`config.mk`:
```
export PLATFORM = sky130hd
export DESIGN_NAME = sbcint_irq
export DESIGN_NICKNAME = d
export VERILOG_FILES = /design/src/rtl/sbcint_pkg.sv /design/src/rtl/sbcint_wake_if.sv /design/src/rtl/sbcint_wake_filt.sv /design/src/rtl/sbcint_cfg_filt.sv /design/src/rtl/sbcint_irq.sv
export SDC_FILE = /design/constraint.sdc
export NUM_CORES = 1
export LEC_CHECK = 0
export BUFFER_PORTS_ARGS = -buffer_cell sky130_fd_sc_hd__buf_2
export CAP_MARGIN = 20
export CORE_UTILIZATION = 60
export CTS_CLUSTER_SIZE = 8
export DETAILED_ROUTE_END_ITERATION = 6
export PLACE_DENSITY = 0.89
export SLEW_MARGIN = 20
export SYNTH_ARGS = -nofsm -noshare
export SYNTH_HDL_FRONTEND = slang
export SYNTH_HIERARCHICAL = 1
export SYNTH_SLANG_ARGS = --single-unit
```
`constraint.sdc`:
```
create_clock -name i_ref_clk -period 3.2 [get_ports i_ref_clk]
set_input_delay 0.96 -clock i_ref_clk [delete_from_list [all_inputs] [get_ports i_ref_clk]]
set_output_delay 0.96 -clock i_ref_clk [all_outputs]
set_load 0.05 [all_outputs]
```
`src/rtl/sbcint_pkg.sv`:
```
/*
 * Shared constants and types of the interrupt output block.
 * Assumes a 25 MHz reference clock; all times derive from it.
 */
package sbcint_pkg;

	// ********************************************
	// clock and times
	// ********************************************
	localparam int CLK_KHZ        = 25000;
	localparam int PULSE_US       = 100;
	localparam int GAP_US         = 100;
	localparam int CFG_FILT_US    = 7;
	localparam int WAKE_SHORT_US  = 16;
	localparam int WAKE_LONG_US   = 64;
	localparam int CNT_W          = 12;

	localparam logic [CNT_W-1:0] PULSE_CYC =
		CNT_W'(PULSE_US * CLK_KHZ / 1000);
	localparam logic [CNT_W-1:0] GAP_CYC =
		CNT_W'(GAP_US * CLK_KHZ / 1000);
	localparam logic [CNT_W-1:0] CFG_FILT_CYC =
		CNT_W'(CFG_FILT_US * CLK_KHZ / 1000);
	localparam logic [CNT_W-1:0] WAKE_SHORT_CYC =
		CNT_W'(WAKE_SHORT_US * CLK_KHZ / 1000);
	localparam logic [CNT_W-1:0] WAKE_LONG_CYC =
		CNT_W'(WAKE_LONG_US * CLK_KHZ / 1000);

	// ********************************************
	// status layout
	// ********************************************
	localparam int WAKE_A_W = 3;
	localparam int WAKE_B_W = 2;
	localparam int WAKE_N   = WAKE_A_W + WAKE_B_W;
	localparam int FAIL_W   = 8;
	// bits 0..4: undervoltage, watchdog, short, thermal 2, failure
	localparam logic [FAIL_W-1:0] FAIL_NOINT_MASK = 8'h1F;
	localparam logic [FAIL_W-1:0] FAIL_RST        = 8'h00;
	localparam logic             INT_GLOBAL_RST  = 1'b0;
	localparam logic             CFG_LVL_RST     = 1'b0;

	// ********************************************
	// wake filter selection
	// ********************************************
	localparam logic [1:0] FLT_STATIC_SHORT = 2'h0;
	localparam logic [1:0] FLT_STATIC_LONG  = 2'h1;
	localparam logic [1:0] FLT_CYCLIC_T1    = 2'h2;
	localparam logic [1:0] FLT_CYCLIC_T2    = 2'h3;

	typedef enum logic [1:0] {
		ST_IDLE,
		ST_PULSE,
		ST_GAP
	} sbcint_st_e;

endpackage : sbcint_pkg

```
`src/rtl/sbcint_wake_if.sv`:
```
/*
 * Carries wake pins, filter setting and filtered results.
 * Assumes both ends run on the reference clock.
 */
`timescale 1ns/10ps
interface sbcint_wake_if;
	logic [1:0]                   filt_sel;
	logic                         cyc_t1;
	logic                         cyc_t2;
	logic [sbcint_pkg::WAKE_N-1:0] pin;
	logic [sbcint_pkg::WAKE_N-1:0] lvl;
	logic [sbcint_pkg::WAKE_N-1:0] evt;

	modport ctrl (output filt_sel, cyc_t1, cyc_t2, pin,
		input lvl, evt);
	modport filt (input filt_sel, cyc_t1, cyc_t2, pin,
		output lvl, evt);
endinterface : sbcint_wake_if

```
`src/rtl/sbcint_wake_filt.sv`:
```
/*
 * Wake input filters, one counter per input.
 * Assumes pins are already synchronous to the reference clock.
 */
`timescale 1ns/10ps
module sbcint_wake_filt (
	// clock and reset
	input  wire logic i_ref_clk,
	input  wire logic i_reset_n,
	// wake channel
	sbcint_wake_if.filt wk
);
	localparam int N = sbcint_pkg::WAKE_N;
	localparam int W = sbcint_pkg::CNT_W;

	typedef struct packed {
		logic [N-1:0][W-1:0] cnt;
		logic [N-1:0]        lvl;
		logic [N-1:0]        evt;
	} sbcint_wf_s;

	sbcint_wf_s st_reg;
	sbcint_wf_s st_next;
	logic [W-1:0] term;
	logic         run;

	always_comb begin
		st_next = st_reg;
		st_next.evt = '0;
		term = (wk.filt_sel == sbcint_pkg::FLT_STATIC_LONG) ?
			sbcint_pkg::WAKE_LONG_CYC : sbcint_pkg::WAKE_SHORT_CYC;
		// cyclic sense only looks while its timer has the supply on
		case (wk.filt_sel)
			sbcint_pkg::FLT_CYCLIC_T1: run = wk.cyc_t1;
			sbcint_pkg::FLT_CYCLIC_T2: run = wk.cyc_t2;
			default:                   run = 1'b1;
		endcase
		for (int i = 0; i < N; i++) begin
			if (wk.pin[i] == st_reg.lvl[i]) begin
				st_next.cnt[i] = '0;
			end else if (run) begin
				if (st_reg.cnt[i] == term - 1'b1) begin
					st_next.lvl[i] = wk.pin[i];
					st_next.cnt[i] = '0;
					st_next.evt[i] = 1'b1;
				end else begin
					st_next.cnt[i] = st_reg.cnt[i] + 1'b1;
				end
			end
		end
	end

	always_ff @(posedge i_ref_clk or negedge i_reset_n) begin
		if (!i_reset_n) begin
			st_reg <= '0;
		end else begin
			st_reg <= st_next;
		end
	end

	assign wk.lvl = st_reg.lvl;
	assign wk.evt = st_reg.evt;

endmodule : sbcint_wake_filt

```
`src/rtl/sbcint_cfg_filt.sv`:
```
/*
 * Filters the level on the interrupt pin during init mode.
 * Assumes the pin input is synchronous to the reference clock.
 */
`timescale 1ns/10ps
module sbcint_cfg_filt (
	// clock and reset
	input  wire logic i_ref_clk,
	input  wire logic i_reset_n,
	// sampling
	input  wire logic i_init_mode,
	input  wire logic i_pin,
	// result
	output logic      o_cfg_lvl
);
	typedef struct packed {
		logic [sbcint_pkg::CNT_W-1:0] cnt;
		logic                         lvl;
	} sbcint_cf_s;

	sbcint_cf_s st_reg;
	sbcint_cf_s st_next;

	always_comb begin
		st_next = st_reg;
		// level is frozen once init mode is left
		if (!i_init_mode || i_pin == st_reg.lvl) begin
			st_next.cnt = '0;
		end else if (st_reg.cnt ==
			sbcint_pkg::CFG_FILT_CYC - 1'b1) begin
			st_next.lvl = i_pin;
			st_next.cnt = '0;
		end else begin
			st_next.cnt = st_reg.cnt + 1'b1;
		end
	end

	always_ff @(posedge i_ref_clk or negedge i_reset_n) begin
		if (!i_reset_n) begin
			st_reg <= '{cnt: '0, lvl: sbcint_pkg::CFG_LVL_RST};
		end else begin
			st_reg <= st_next;
		end
	end

	assign o_cfg_lvl = st_reg.lvl;

endmodule : sbcint_cfg_filt

```
`src/rtl/sbcint_irq.sv`:
```
/*
 * Interrupt output of the system basis chip: latches wake and
 * failure events, drives the push-pull low pulse with its gap,
 * and samples the pin for the hardware setting in init mode.
 * Assumes mode levels and host read-clear pulses come from the
 * mode and serial port logic, all synchronous to i_ref_clk.
 */
`timescale 1ns/10ps
module sbcint_irq (
	// clock and reset
	input  wire logic                          i_ref_clk,
	input  wire logic                          i_reset_n,
	// operating mode
	input  wire logic                          i_init_mode,
	input  wire logic                          i_normal_mode,
	input  wire logic                          i_stop_mode,
	input  wire logic                          i_stop_cmd,
	// configuration
	input  wire logic                          i_int_global,
	input  wire logic [1:0]                    i_wake_filt_sel,
	input  wire logic                          i_cyc_t1,
	input  wire logic                          i_cyc_t2,
	input  wire logic [sbcint_pkg::WAKE_A_W-1:0] i_wake_en,
	input  wire logic [sbcint_pkg::WAKE_B_W-1:0] i_gp_wake_cfg,
	// wake inputs and failure events
	input  wire logic [sbcint_pkg::WAKE_N-1:0] i_wake_pin,
	input  wire logic [sbcint_pkg::FAIL_W-1:0] i_fail_evt,
	// host read and clear
	input  wire logic                          i_clr_wake_a,
	input  wire logic                          i_clr_wake_b,
	input  wire logic                          i_clr_fail,
	// status
	output logic [sbcint_pkg::WAKE_A_W-1:0]    o_wake_status_a,
	output logic [sbcint_pkg::WAKE_B_W-1:0]    o_wake_status_b,
	output logic [sbcint_pkg::FAIL_W-1:0]      o_fail_status,
	output logic [sbcint_pkg::WAKE_N-1:0]      o_input_level_status,
	output logic                               o_hw_cfg,
	// interrupt pin
	input  wire logic                          i_int_pin,
	output logic                               o_int_n,
	output logic                               o_int_oe_n
);
	localparam int AW = sbcint_pkg::WAKE_A_W;
	localparam int BW = sbcint_pkg::WAKE_B_W;
	localparam int FW = sbcint_pkg::FAIL_W;
	localparam int CW = sbcint_pkg::CNT_W;

	// ********************************************
	// state
	// ********************************************
	typedef struct packed {
		sbcint_pkg::sbcint_st_e st;
		logic [CW-1:0]          cnt;
		logic                   pend;
		logic [AW-1:0]          wa;
		logic [BW-1:0]          wb;
		logic [FW-1:0]          fl;
		logic [AW-1:0]          wa_vis;
		logic [BW-1:0]          wb_vis;
		logic [FW-1:0]          fl_vis;
		logic                   int_n;
		logic                   oe_n;
	} sbcint_irq_s;

	sbcint_irq_s st_reg;
	sbcint_irq_s st_next;

	logic          active;
	logic          start;
	logic [AW-1:0] wa_new;
	logic [BW-1:0] wb_new;
	logic [FW-1:0] fl_new;
	logic          trig;

	// ********************************************
	// submodules
	// ********************************************
	sbcint_wake_if wk ();

	assign wk.filt_sel = i_wake_filt_sel;
	assign wk.cyc_t1   = i_cyc_t1;
	assign wk.cyc_t2   = i_cyc_t2;
	assign wk.pin      = i_wake_pin;

	sbcint_wake_filt u_wake_filt (
		.i_ref_clk (i_ref_clk),
		.i_reset_n (i_reset_n),
		.wk        (wk.filt)
	);

	sbcint_cfg_filt u_cfg_filt (
		.i_ref_clk   (i_ref_clk),
		.i_reset_n   (i_reset_n),
		.i_init_mode (i_init_mode),
		.i_pin       (i_int_pin),
		.o_cfg_lvl   (o_hw_cfg)
	);

	// ********************************************
	// event qualification
	// ********************************************
	// mode is only read here, never driven back
	assign active = (i_normal_mode | i_stop_mode) & ~i_init_mode;

	// non-enabled wake sources are not stored at all; failure events are always stored
	assign wa_new = wk.evt[AW-1:0] & i_wake_en;
	assign wb_new = wk.evt[AW+BW-1:AW] & i_gp_wake_cfg;
	assign fl_new = i_fail_evt;

	// level status is never part of the trigger
	assign trig = (|wa_new) | (|wb_new)
		| (i_int_global & |(fl_new & ~sbcint_pkg::FAIL_NOINT_MASK))
		| (i_stop_cmd & (|st_reg.wa | |st_reg.wb));

	assign start = active & (st_reg.st == sbcint_pkg::ST_IDLE)
		& (st_reg.pend | trig);

	// ********************************************
	// next state
	// ********************************************
	always_comb begin
		st_next = st_reg;
		// hardware set wins over a clear in the same cycle
		st_next.wa = (st_reg.wa & ~({AW{i_clr_wake_a}} & st_reg.wa_vis))
			| wa_new;
		st_next.wb = (st_reg.wb & ~({BW{i_clr_wake_b}} & st_reg.wb_vis))
			| wb_new;
		st_next.fl = (st_reg.fl & ~({FW{i_clr_fail}} & st_reg.fl_vis))
			| fl_new;

		if (i_clr_wake_a) st_next.wa_vis = '0;
		if (i_clr_wake_b) st_next.wb_vis = '0;
		if (i_clr_fail) st_next.fl_vis = '0;

		// held until the next pulse starts
		if (trig) st_next.pend = 1'b1;

		case (st_reg.st)
			sbcint_pkg::ST_IDLE: begin
				if (start) begin
					st_next.st     = sbcint_pkg::ST_PULSE;
					st_next.cnt    = sbcint_pkg::PULSE_CYC - 1'b1;
					st_next.pend   = 1'b0;
					st_next.wa_vis = st_next.wa;
					st_next.wb_vis = st_next.wb;
					st_next.fl_vis = st_next.fl;
				end
			end
			sbcint_pkg::ST_PULSE: begin
				if (st_reg.cnt == '0) begin
					st_next.st  = sbcint_pkg::ST_GAP;
					st_next.cnt = sbcint_pkg::GAP_CYC - 1'b1;
				end else begin
					st_next.cnt = st_reg.cnt - 1'b1;
				end
			end
			sbcint_pkg::ST_GAP: begin
				if (st_reg.cnt == '0) begin
					st_next.st = sbcint_pkg::ST_IDLE;
				end else begin
					st_next.cnt = st_reg.cnt - 1'b1;
				end
			end
			default: begin
				st_next.st = sbcint_pkg::ST_IDLE;
			end
		endcase

		// init mode owns the pin for configuration sampling
		if (i_init_mode) begin
			st_next.st = sbcint_pkg::ST_IDLE;
		end
		st_next.int_n = (st_next.st != sbcint_pkg::ST_PULSE);
		st_next.oe_n  = i_init_mode;
	end

	// ********************************************
	// registers
	// ********************************************
	always_ff @(posedge i_ref_clk or negedge i_reset_n) begin
		if (!i_reset_n) begin
			st_reg <= '{st: sbcint_pkg::ST_IDLE, cnt: '0, pend: 1'b0,
				wa: '0, wb: '0, fl: sbcint_pkg::FAIL_RST,
				wa_vis: '0, wb_vis: '0, fl_vis: sbcint_pkg::FAIL_RST,
				int_n: 1'b1, oe_n: 1'b1};
		end else begin
			st_reg <= st_next;
		end
	end

	assign o_wake_status_a      = st_reg.wa_vis;
	assign o_wake_status_b      = st_reg.wb_vis;
	assign o_fail_status        = st_reg.fl_vis;
	assign o_input_level_status = wk.lvl;
	assign o_int_n              = st_reg.int_n;
	assign o_int_oe_n           = st_reg.oe_n;

	// ********************************************
	// checks
	// ********************************************
	localparam int PULSE_N = int'(sbcint_pkg::PULSE_CYC);
	localparam int GAP_N   = int'(sbcint_pkg::GAP_CYC);

	logic [CW-1:0] lo_cnt;
	logic [CW-1:0] hi_cnt;

	// low and high run lengths of the pin, for timing checks
	always_ff @(posedge i_ref_clk or negedge i_reset_n) begin
		if (!i_reset_n) begin
			lo_cnt <= '0;
			hi_cnt <= sbcint_pkg::GAP_CYC;
		end else begin
			lo_cnt <= o_int_n ? '0 : lo_cnt + 1'b1;
			hi_cnt <= !o_int_n ? '0 :
				(hi_cnt == sbcint_pkg::GAP_CYC ? hi_cnt : hi_cnt + 1'b1);
		end
	end
endmodule : sbcint_irq

```
==> run summary, run 1 <==
The share of the yosys chip area belonging to registers was 0.450. The number of port buffers came out at 53. The repair_antennas step left the layout with diodes totalling 0. For this run, the leading register cell type out of synthesis is sky130_fd_sc_hd__dfrtp_1. The logs give 0.292 for the global routing usage summed across all routing layers and 11400 µm² for the core box area.

The launching element of the worst setup path is i_fail_evt[5]. In this run the worst setup path terminates at st_reg[36]$_DFFE_PN0P_. Sort of element at the start of the critical path: a primary input.

In this run the critical register-to-register path is launched from st_reg[29]$_DFFE_PN0P_. The die height came out at 110 µm. Dividing total power by cell area gives a power density of 573 nW/µm². The run gives 0 as the final count of hold timing violations. Timing would allow up to 391 MHz.

Across all layers, the routed design uses 5973 vias. On the final layout, the worst clock skew is 0.00660 ns. The root buffer cell chosen for the clock tree is sky130_fd_sc_hd__clkbuf_16.

Counting every net in the synthesized netlist gives 796. The number of instances in the synthesized netlist was 751; the number of global-route vias before repair was 5884. The number of cells on the worst reg-to-reg path is 7. The logs give 0 for the count of antenna-violating nets left after detailed routing and 4 for the CTS H-tree depth. At the pin with the least slew margin, the transition time is 1.03 ns. After clock tree synthesis, the clock-pin slew on the worst setup and hold paths is 0.06 ns. Synthesis inferred 126 register bits.

The run finished with clean final reports. The die covers 12100 µm². Net load switching power: 1.35 mW. Using the TritonRoute via totals, the vias-per-cell ratio works out to 6.37. The logs give 0 for the initial antenna violation count and 0 for the count of unresolved DRC violations after routing. The final core utilization is 0.687, and the number of flip-flops in the largest register is 60. The type of the worst min-delay path is register to register. The number of setup buffers added after CTS is 0. The part of the total power dissipated in combinational logic is 0.186. The longest clock path from root to sink contains 2 buffers. Before antenna repair, the detailed router went through 6 iterations.

After clock tree synthesis, the flow added hold-fix buffers numbering 0. Once routing completed, OpenROAD measured the worst setup slack at 0.644 ns. The power share of the sequential group came out at 0.396. The met3 track utilization from global routing is 0.0794. Setup repair after global routing left no endpoint under its margin. From synthesis to final layout, the design area changed by 12.0%.

Entering global routing, the biggest net connects 45 pins. The minimum clock period works out to 2.56 ns. The unique cell type count in the Yosys netlist is 73, and the combined area of all synthesized cells is 7010 µm². The non-filler instance count after layout is 937. The warning count from the yosys run was 6; the HPWL reported at the end of detailed placement was 10700 µm.

Commonest non-fill, non-tap cell in the layout: sky130_fd_sc_hd__dfrtp_1. The met1 demand-to-capacity share in global routing is 0.343. During I/O placement, the number of pins put on the boundary was 54.

The net switching fraction of the power came out at 0.301. The critical-path maximum fanout is 13. The tool flagged a number of max-cap violations equal to 0. TritonCTS built the clock tree.

The layout cell share with drive strength beyond 1 is 0.179, and the maximum vdd ir drop is 0.618 mV. The first routing iteration left 569 violations. Summed over all layers, the global routing overflow is 0. Leaving out fill and tap cells, the most frequent cells in the layout are 124 x sky130_fd_sc_hd__dfrtp_1, 74 x sky130_fd_sc_hd__nand2_1, 65 x sky130_fd_sc_hd__nand3_1. In the final routed layout, each cell accounts on average for 17.3 µm. The final-layout setup total negative slack is 0 ns, and the final estimated routing congestion in global placement is 0.894. The required time of the critical path was 3.51 ns. Nature of the critical path endpoint: a register.

The logs give 0.69 ns for the register-to-register setup slack and 826 for the layout net count. The static leakage power is 3.37 nW. The share of total power in the clock network was 0.418. A synthesized cell averages 9.33 µm². At the placement stage, the worst setup path has a slack of 0.0958 ns. The chip width came out at 110 µm. The final clock period utilization by the worst path was 0.799; the number of flops mapped to enable cells by yosys was 0. Worst flop-to-flop path endpoint: st_reg[36]$_DFFE_PN0P_. The first global-routing pass estimated 26900 µm of wire. The layer with the highest usage is met2. The run gives 0 as the post-cts resize count.

Setup violations remaining at the end of the flow were counted as 0. The global routing usage on met2 was 0.501; the minimum hold slack was 0.458 ns. The initial core utilization was 0.614. At the worst endpoint, the arrival time is 2.87 ns. After floorplanning, the core was divided into 39 placement rows. The run gives 3.14 mW as the design internal power. The share of flip-flops with an asynchronous set or reset was 1.00; the total length of routed wires was 16300 µm. Clock latency on the worst-skew pair: 0.43 ns. Buffers inserted during clock tree synthesis total 17. By startpoint and endpoint, the worst setup path is classified as primary input to register. For the remaining max-slew budget at the tightest pin, the log shows 0.314.

In this run, placement finished with an instance count of 905. The max-slew violation count was 0; the number of clock sinks was 126.
worst max-delay path: stages:
cell,delay [ns]
sky130_fd_sc_hd__buf_2,0.10
sky130_fd_sc_hd__o31ai_1,0.45
sky130_fd_sc_hd__nand4_1,0.25
sky130_fd_sc_hd__o21ai_2,0.46
sky130_fd_sc_hd__buf_4,0.28
sky130_fd_sc_hd__a221oi_1,0.12
sky130_fd_sc_hd__o32a_2,0.23
cell families after synthesis:
| group | share of synthesized area |
|---|---|
| compound gates | 0.168 |
| xor+xnor | 0.0275 |
| fa+ha+maj | 0.0214 |
| buf+inv | 0.0694 |
| flops | 0.450 |
| mux | 0.0223 |
| simple gates | 0.242 |
final cells by class:
class	instances	area (µm²)
Multi-Input combinational cell	536	3370
Clock inverter	14	145
Clock buffer	18	439
Inverter	30	113
Sequential cell	126	3160
Fill cell	834	3570
Timing Repair Buffer	70	445
Tap cell	143	179
metrics by stage:
step	power, mW	cell area (µm²)
finish	4.50	7850
global route	4.69	7850
CTS	4.52	7850
detailed placement	2.62	7260
global placement	2.57	7260
floorplan	2.42	7010
routing by layer:
metal / wire length (µm) / vias up
met4: 302 / 0
met2: 8370 / 221
li1: - / 2805
met5: 0 / -
met3: 905 / 37
met1: 6670 / 2910
synthesized netlist by cell type (4+ instances only):
library cell,instances,area (µm²)
sky130_fd_sc_hd__or4_1,4,30.0
sky130_fd_sc_hd__a2111o_1,4,45.0
sky130_fd_sc_hd__a31oi_1,23,144
sky130_fd_sc_hd__inv_1,30,113
sky130_fd_sc_hd__buf_6,5,56.3
sky130_fd_sc_hd__o211ai_1,4,30.0
sky130_fd_sc_hd__ha_1,12,150
sky130_fd_sc_hd__nor3_1,21,105
sky130_fd_sc_hd__nand4_1,21,131
sky130_fd_sc_hd__or2_2,5,31.3
sky130_fd_sc_hd__or3_1,14,87.6
sky130_fd_sc_hd__dfrtp_1,124,3100
sky130_fd_sc_hd__buf_4,25,188
sky130_fd_sc_hd__nand3_1,65,325
sky130_fd_sc_hd__mux2_2,10,113
sky130_fd_sc_hd__a22o_1,5,43.8
sky130_fd_sc_hd__o31ai_1,4,30.0
sky130_fd_sc_hd__a211oi_1,10,75.1
sky130_fd_sc_hd__nor4_1,11,68.8
sky130_fd_sc_hd__nor2_1,46,173
sky130_fd_sc_hd__clkbuf_1,11,41.3
sky130_fd_sc_hd__nand2_1,74,278
sky130_fd_sc_hd__nor2b_1,7,43.8
sky130_fd_sc_hd__a221oi_1,6,52.6
sky130_fd_sc_hd__and3_1,12,75.1
sky130_fd_sc_hd__a2111oi_0,4,35.0
sky130_fd_sc_hd__nand3b_1,10,75.1
sky130_fd_sc_hd__buf_2,17,85.1
sky130_fd_sc_hd__o2bb2ai_1,7,61.3
sky130_fd_sc_hd__a21oi_1,46,230
sky130_fd_sc_hd__o21ai_0,29,145
sky130_fd_sc_hd__a311oi_1,5,43.8
sky130_fd_sc_hd__xnor2_1,8,70.1
sky130_fd_sc_hd__xor2_1,14,123
worst min path at each step:
stage / startpoint / end / slack (ns) / cells after the start
after floorplan: st_reg[15]$_DFF_PN0_ / st_reg[15]$_DFF_PN0_ / 0.43 / 2
after global placement: st_reg[16]$_DFF_PN0_ / st_reg[16]$_DFF_PN0_ / 0.44 / 2
after detailed placement: st_reg[18]$_DFF_PN0_ / st_reg[18]$_DFF_PN0_ / 0.45 / 2
after CTS: st_reg[18]$_DFF_PN0_ / st_reg[18]$_DFF_PN0_ / 0.46 / 2
after global routing: st_reg[21]$_DFF_PN0_ / st_reg[21]$_DFF_PN0_ / 0.50 / 2
final: st_reg[18]$_DFF_PN0_ / st_reg[18]$_DFF_PN0_ / 0.46 / 2
power groups by stage:
stage / sequential [mW] / clock [mW] / combinational, mW
floorplan: 1.79 / 0 / 0.626
global placement: 1.79 / 0 / 0.776
detailed placement: 1.80 / 0 / 0.820
CTS: 1.78 / 1.91 / 0.829
global route: 1.79 / 1.98 / 0.913
finish: 1.78 / 1.88 / 0.837
Power figures use the tool's default switching activity.
==> inputs of run 2 (changes only) <==
Settings changed: ABC_AREA from default to 1, PLACE_DENSITY 0.89 to 0.88.
Clock period 3.2 ns to 2.6 ns, I/O delays scaled along.
==> run summary, run 2 <==
The run finished, with violations left. The final reports fail on design-rule violations. The final-layout setup total negative slack was 0 ns (unchanged). The cell type with the largest total area after synthesis was sky130_fd_sc_hd__dfrtp_1 (unchanged). The post-synth net total was 1079 (was 796). The layout-stage area growth over the synthesis result is 11.5% (was 12.0%).

Total iterations of the first detailed-routing run: 7 (was 6). The post-cts resize count was 0 (unchanged); the HPWL reported at the end of detailed placement was 11400 µm (was 10700 µm). The run gives 6 (unchanged) as the warning count from the yosys run.

The commonest non-fill, non-tap cell in the layout is sky130_fd_sc_hd__nand2_1 (was sky130_fd_sc_hd__dfrtp_1). The number of rows in the core area was 40 (was 39). For the combined area of all synthesized cells, the log shows 7490 µm² (was 7010 µm²). The share of the yosys chip area belonging to registers came out at 0.421 (was 0.450). TritonCTS built the clock tree.

For the remaining max-slew budget at the tightest pin, the log shows 0.685 (was 0.314). The number of flip-flops in the largest register is 60 (unchanged), and the placement-stage cell area is 7770 µm² (was 7260 µm²). The number of clock sinks is 126 (unchanged), and the final count of negative-setup-slack endpoints is 0 (unchanged). The type of the worst min-delay path is primary input to async pin (was register to register). The run gives 54 (unchanged) as the count of pins on the block boundary. The minimum clock period was 2.10 ns. The clock edge transition at the registers on the reported setup and hold paths came out at 0.06 ns (about the same). The power per cell area works out to 714 nW/µm² (was 573 nW/µm²). The logs give 0 (unchanged) for the total grt overflow and 1259 (was 937) for the non-filler instance count after layout. The max-slew violation count was 0 (unchanged); the initial core utilization was 0.618 (was 0.614). The tools report the total placed cells including tap cells as 1227 (was 905). The required time of the critical path was 2.90 ns (was 3.51 ns). The logs give 17 (unchanged) for the TritonCTS buffer count and 0 (unchanged) for the initial antenna violation count. Final clock period utilization by the worst path: 0.809. The logs give 0.956 (was 0.894) for the final estimated routing congestion in global placement and 0.00616 ns (was 0.00660 ns) for the largest clock skew in the final design. The nature of the critical path endpoint is a register (unchanged). The chip width was 114 µm (was 110 µm). For the global routing usage summed across all routing layers, the log shows 0.261 (was 0.292).

The layout net count came out at 1123 (was 826). The cell with the most instances after synthesis is sky130_fd_sc_hd__nand2_1 (was sky130_fd_sc_hd__dfrtp_1). The worst setup slack before clock tree synthesis was 0.279 ns (was 0.0958 ns); the number of diodes added for antenna fixing was 0 (unchanged). The run gives 6524 (was 5973) as the total via count in the routed design. The logs give 0 (unchanged) for the hold buffer count at cts and 12100 µm² (was 11400 µm²) for the core box area. Top area cells in the synthesized netlist: sky130_fd_sc_hd__dfrtp_1 41%, sky130_fd_sc_hd__nand2_1 18%, sky130_fd_sc_hd__nand3_1 6.2% (was sky130_fd_sc_hd__dfrtp_1 44%, sky130_fd_sc_hd__nand3_1 4.6%, sky130_fd_sc_hd__nand2_1 4.0%).

The tools report the sort of element at the start of the critical path as a register (was a primary input). Number of port buffers: 53 (unchanged). The share of flip-flops with an asynchronous set or reset was 1.00 (unchanged); the achievable clock frequency was 476 MHz.

The post-CTS repair timing setup buffer count was 0 (unchanged). Commonest non-fill, non-tap cells in the layout: 365 x sky130_fd_sc_hd__nand2_1, 124 x sky130_fd_sc_hd__dfrtp_1, 119 x sky130_fd_sc_hd__nor2_1 (was 124 x sky130_fd_sc_hd__dfrtp_1, 74 x sky130_fd_sc_hd__nand2_1, 65 x sky130_fd_sc_hd__nand3_1). The most common flop cell mapped by yosys is sky130_fd_sc_hd__dfrtp_1 (unchanged). The critical-path maximum fanout works out to 17 (was 13).

The tools report the CTS H-tree depth as 4 (unchanged). For the count of antenna-violating nets left after detailed routing, the log shows 0 (unchanged). For the die outline area, the log shows 12900 µm² (was 12100 µm²). The worst-margin pin slew was 0.471 ns (was 1.03 ns); the number of DRC violations after detailed-routing iteration 0 was 561 (was 569). The unique cell type count in the Yosys netlist is 38 (was 73), and the mean routed wirelength per cell is 12.6 µm (was 17.3 µm). For the maximum vdd ir drop, the log shows 0.489 mV (was 0.618 mV).

The die height is 114 µm (was 110 µm). The critical path class is register to register (was primary input to register). The tools report the count of max-cap constraint violations as 0 (unchanged).

The clock latency on the worst-skew pair was 0.42 ns (was 0.43 ns); the signal arrival time at the worst endpoint was 2.41 ns (was 2.87 ns). The final count of hold timing violations is 0 (unchanged), and the mean post-synth cell area is 7.24 µm² (was 9.33 µm²). The total length of routed wires was 15800 µm (was 16300 µm); the fill cell instance count of the final layout was 994 (was 834). The number of flops mapped to enable cells by yosys came out at 0 (unchanged). The post-route cell area is 8350 µm² (was 7850 µm²). The maximum clock path buffer count is 2 (unchanged). The master cell of the clock root buffer was sky130_fd_sc_hd__clkbuf_16 (unchanged).

The count of unresolved DRC violations after routing is 2 (was 0). The synthesis-stage register bit count came out at 126 (unchanged). The layout cell share with drive strength beyond 1 works out to 0.123 (was 0.179). Setup repair after global routing left no endpoint under its margin. The pin count of the biggest net entering global routing is 42 (was 45). The fraction of synthesized cell area taken by the top area cell type is 0.414 (was 0.443). The logs give 26700 µm (was 26900 µm) for the wire length of the first global-routing pass and 4.19 nW (was 3.37 nW) for the static leakage power. The mean number of vias per cell was 5.18 (was 6.37). Top cells by instance count after synthesis: 365 x sky130_fd_sc_hd__nand2_1, 124 x sky130_fd_sc_hd__dfrtp_1, 119 x sky130_fd_sc_hd__nor2_1, 103 x sky130_fd_sc_hd__inv_1, 93 x sky130_fd_sc_hd__nand3_1 (was 124 x sky130_fd_sc_hd__dfrtp_1, 74 x sky130_fd_sc_hd__nand2_1, 65 x sky130_fd_sc_hd__nand3_1, 46 x sky130_fd_sc_hd__a21oi_1, 46 x sky130_fd_sc_hd__nor2_1). The number of global-route vias before repair is 6167 (was 5884), and the number of instances in the synthesized netlist is 1034 (was 751). The minimum setup slack in the final design is 0.497 ns (was 0.644 ns).
[run 2: cell count changes after synthesis, moves of 22 or more]
| cell | delta |
|---|---|
| sky130_fd_sc_hd__a21oi_1 | -32 |
| sky130_fd_sc_hd__nand2_1 | +291 |
| sky130_fd_sc_hd__nor2_1 | +73 |
| sky130_fd_sc_hd__inv_1 | +73 |
| sky130_fd_sc_hd__nand3_1 | +28 |
| sky130_fd_sc_hd__a31oi_1 | -22 |
[run 2: path summary, 6_finish.rpt]
check                                     start                               end  slack (ns)  cells after the start
hold / removal                        i_reset_n              st_reg[18]$_DFF_PN0_        0.29                      1
hold reg to reg            st_reg[19]$_DFF_PN0_              st_reg[19]$_DFF_PN0_        0.48                      1
max in group asynchronous             i_reset_n  u_cfg_filt/o_cfg_lvl$_DFFE_PN0P_        1.61                      2
min in group i_ref_clk     st_reg[19]$_DFF_PN0_              st_reg[19]$_DFF_PN0_        0.48                      1
setup / recovery           st_reg[42]$_DFF_PN0_            st_reg[30]$_DFFE_PN0P_        0.50                      9
setup reg to reg           st_reg[42]$_DFF_PN0_            st_reg[30]$_DFFE_PN0P_        0.50                      9
[run 2: cell families after synthesis]
family / count (synthesis) / synth area share
buf+inv: 140 / 0.0864
simple gates: 676 / 0.397
compound gates: 46 / 0.0356
xor+xnor: 34 / 0.0398
flops: 126 / 0.421
fa+ha+maj: 12 / 0.0200
[run 2: through the flow]
step	hold WS [ns]	total power [mW]	util
after floorplan	0.438	3.45	-
after global placement	0.466	3.66	0.642
after detailed placement	0.469	3.70	0.642
after CTS	0.290	5.99	0.689
after global routing	0.302	6.26	0.689
final	0.292	5.96	0.689
[run 2: final cells by class]
class                   instances  area [µm²]  share of cell area
clock buffers                  17         425              0.0510
well taps                     168         210              0.0252
inverters                     107         404              0.0484
flip-flops and latches        126        3160               0.378
multi-input cells             768        3690               0.442
repair buffers                 58         318              0.0381
clock inverters                15         148              0.0177
[run 2: critical path: stages (launching register included)]
cell	delay (ns)
sky130_fd_sc_hd__dfrtp_1	0.41
sky130_fd_sc_hd__inv_1	0.11
sky130_fd_sc_hd__ha_1	0.27
sky130_fd_sc_hd__inv_1	0.10
sky130_fd_sc_hd__nor3_2	0.25
sky130_fd_sc_hd__nand2_2	0.29
sky130_fd_sc_hd__nand2_2	0.24
sky130_fd_sc_hd__nand2_4	0.16
sky130_fd_sc_hd__nand2_1	0.10
sky130_fd_sc_hd__nand2_1	0.06
[run 2: power breakdown]
group	switching, mW	internal, mW
combinational	0.969	0.454
clock	0.871	1.40
sequential	0.147	2.12
total	1.99	3.97
[run 2: per-layer routing]
layer,wire length [µm],GRT usage
met1,7000,0.326
met2,7730,0.439
met3,940,0.0664
met4,170,0.0974
met5,0,0
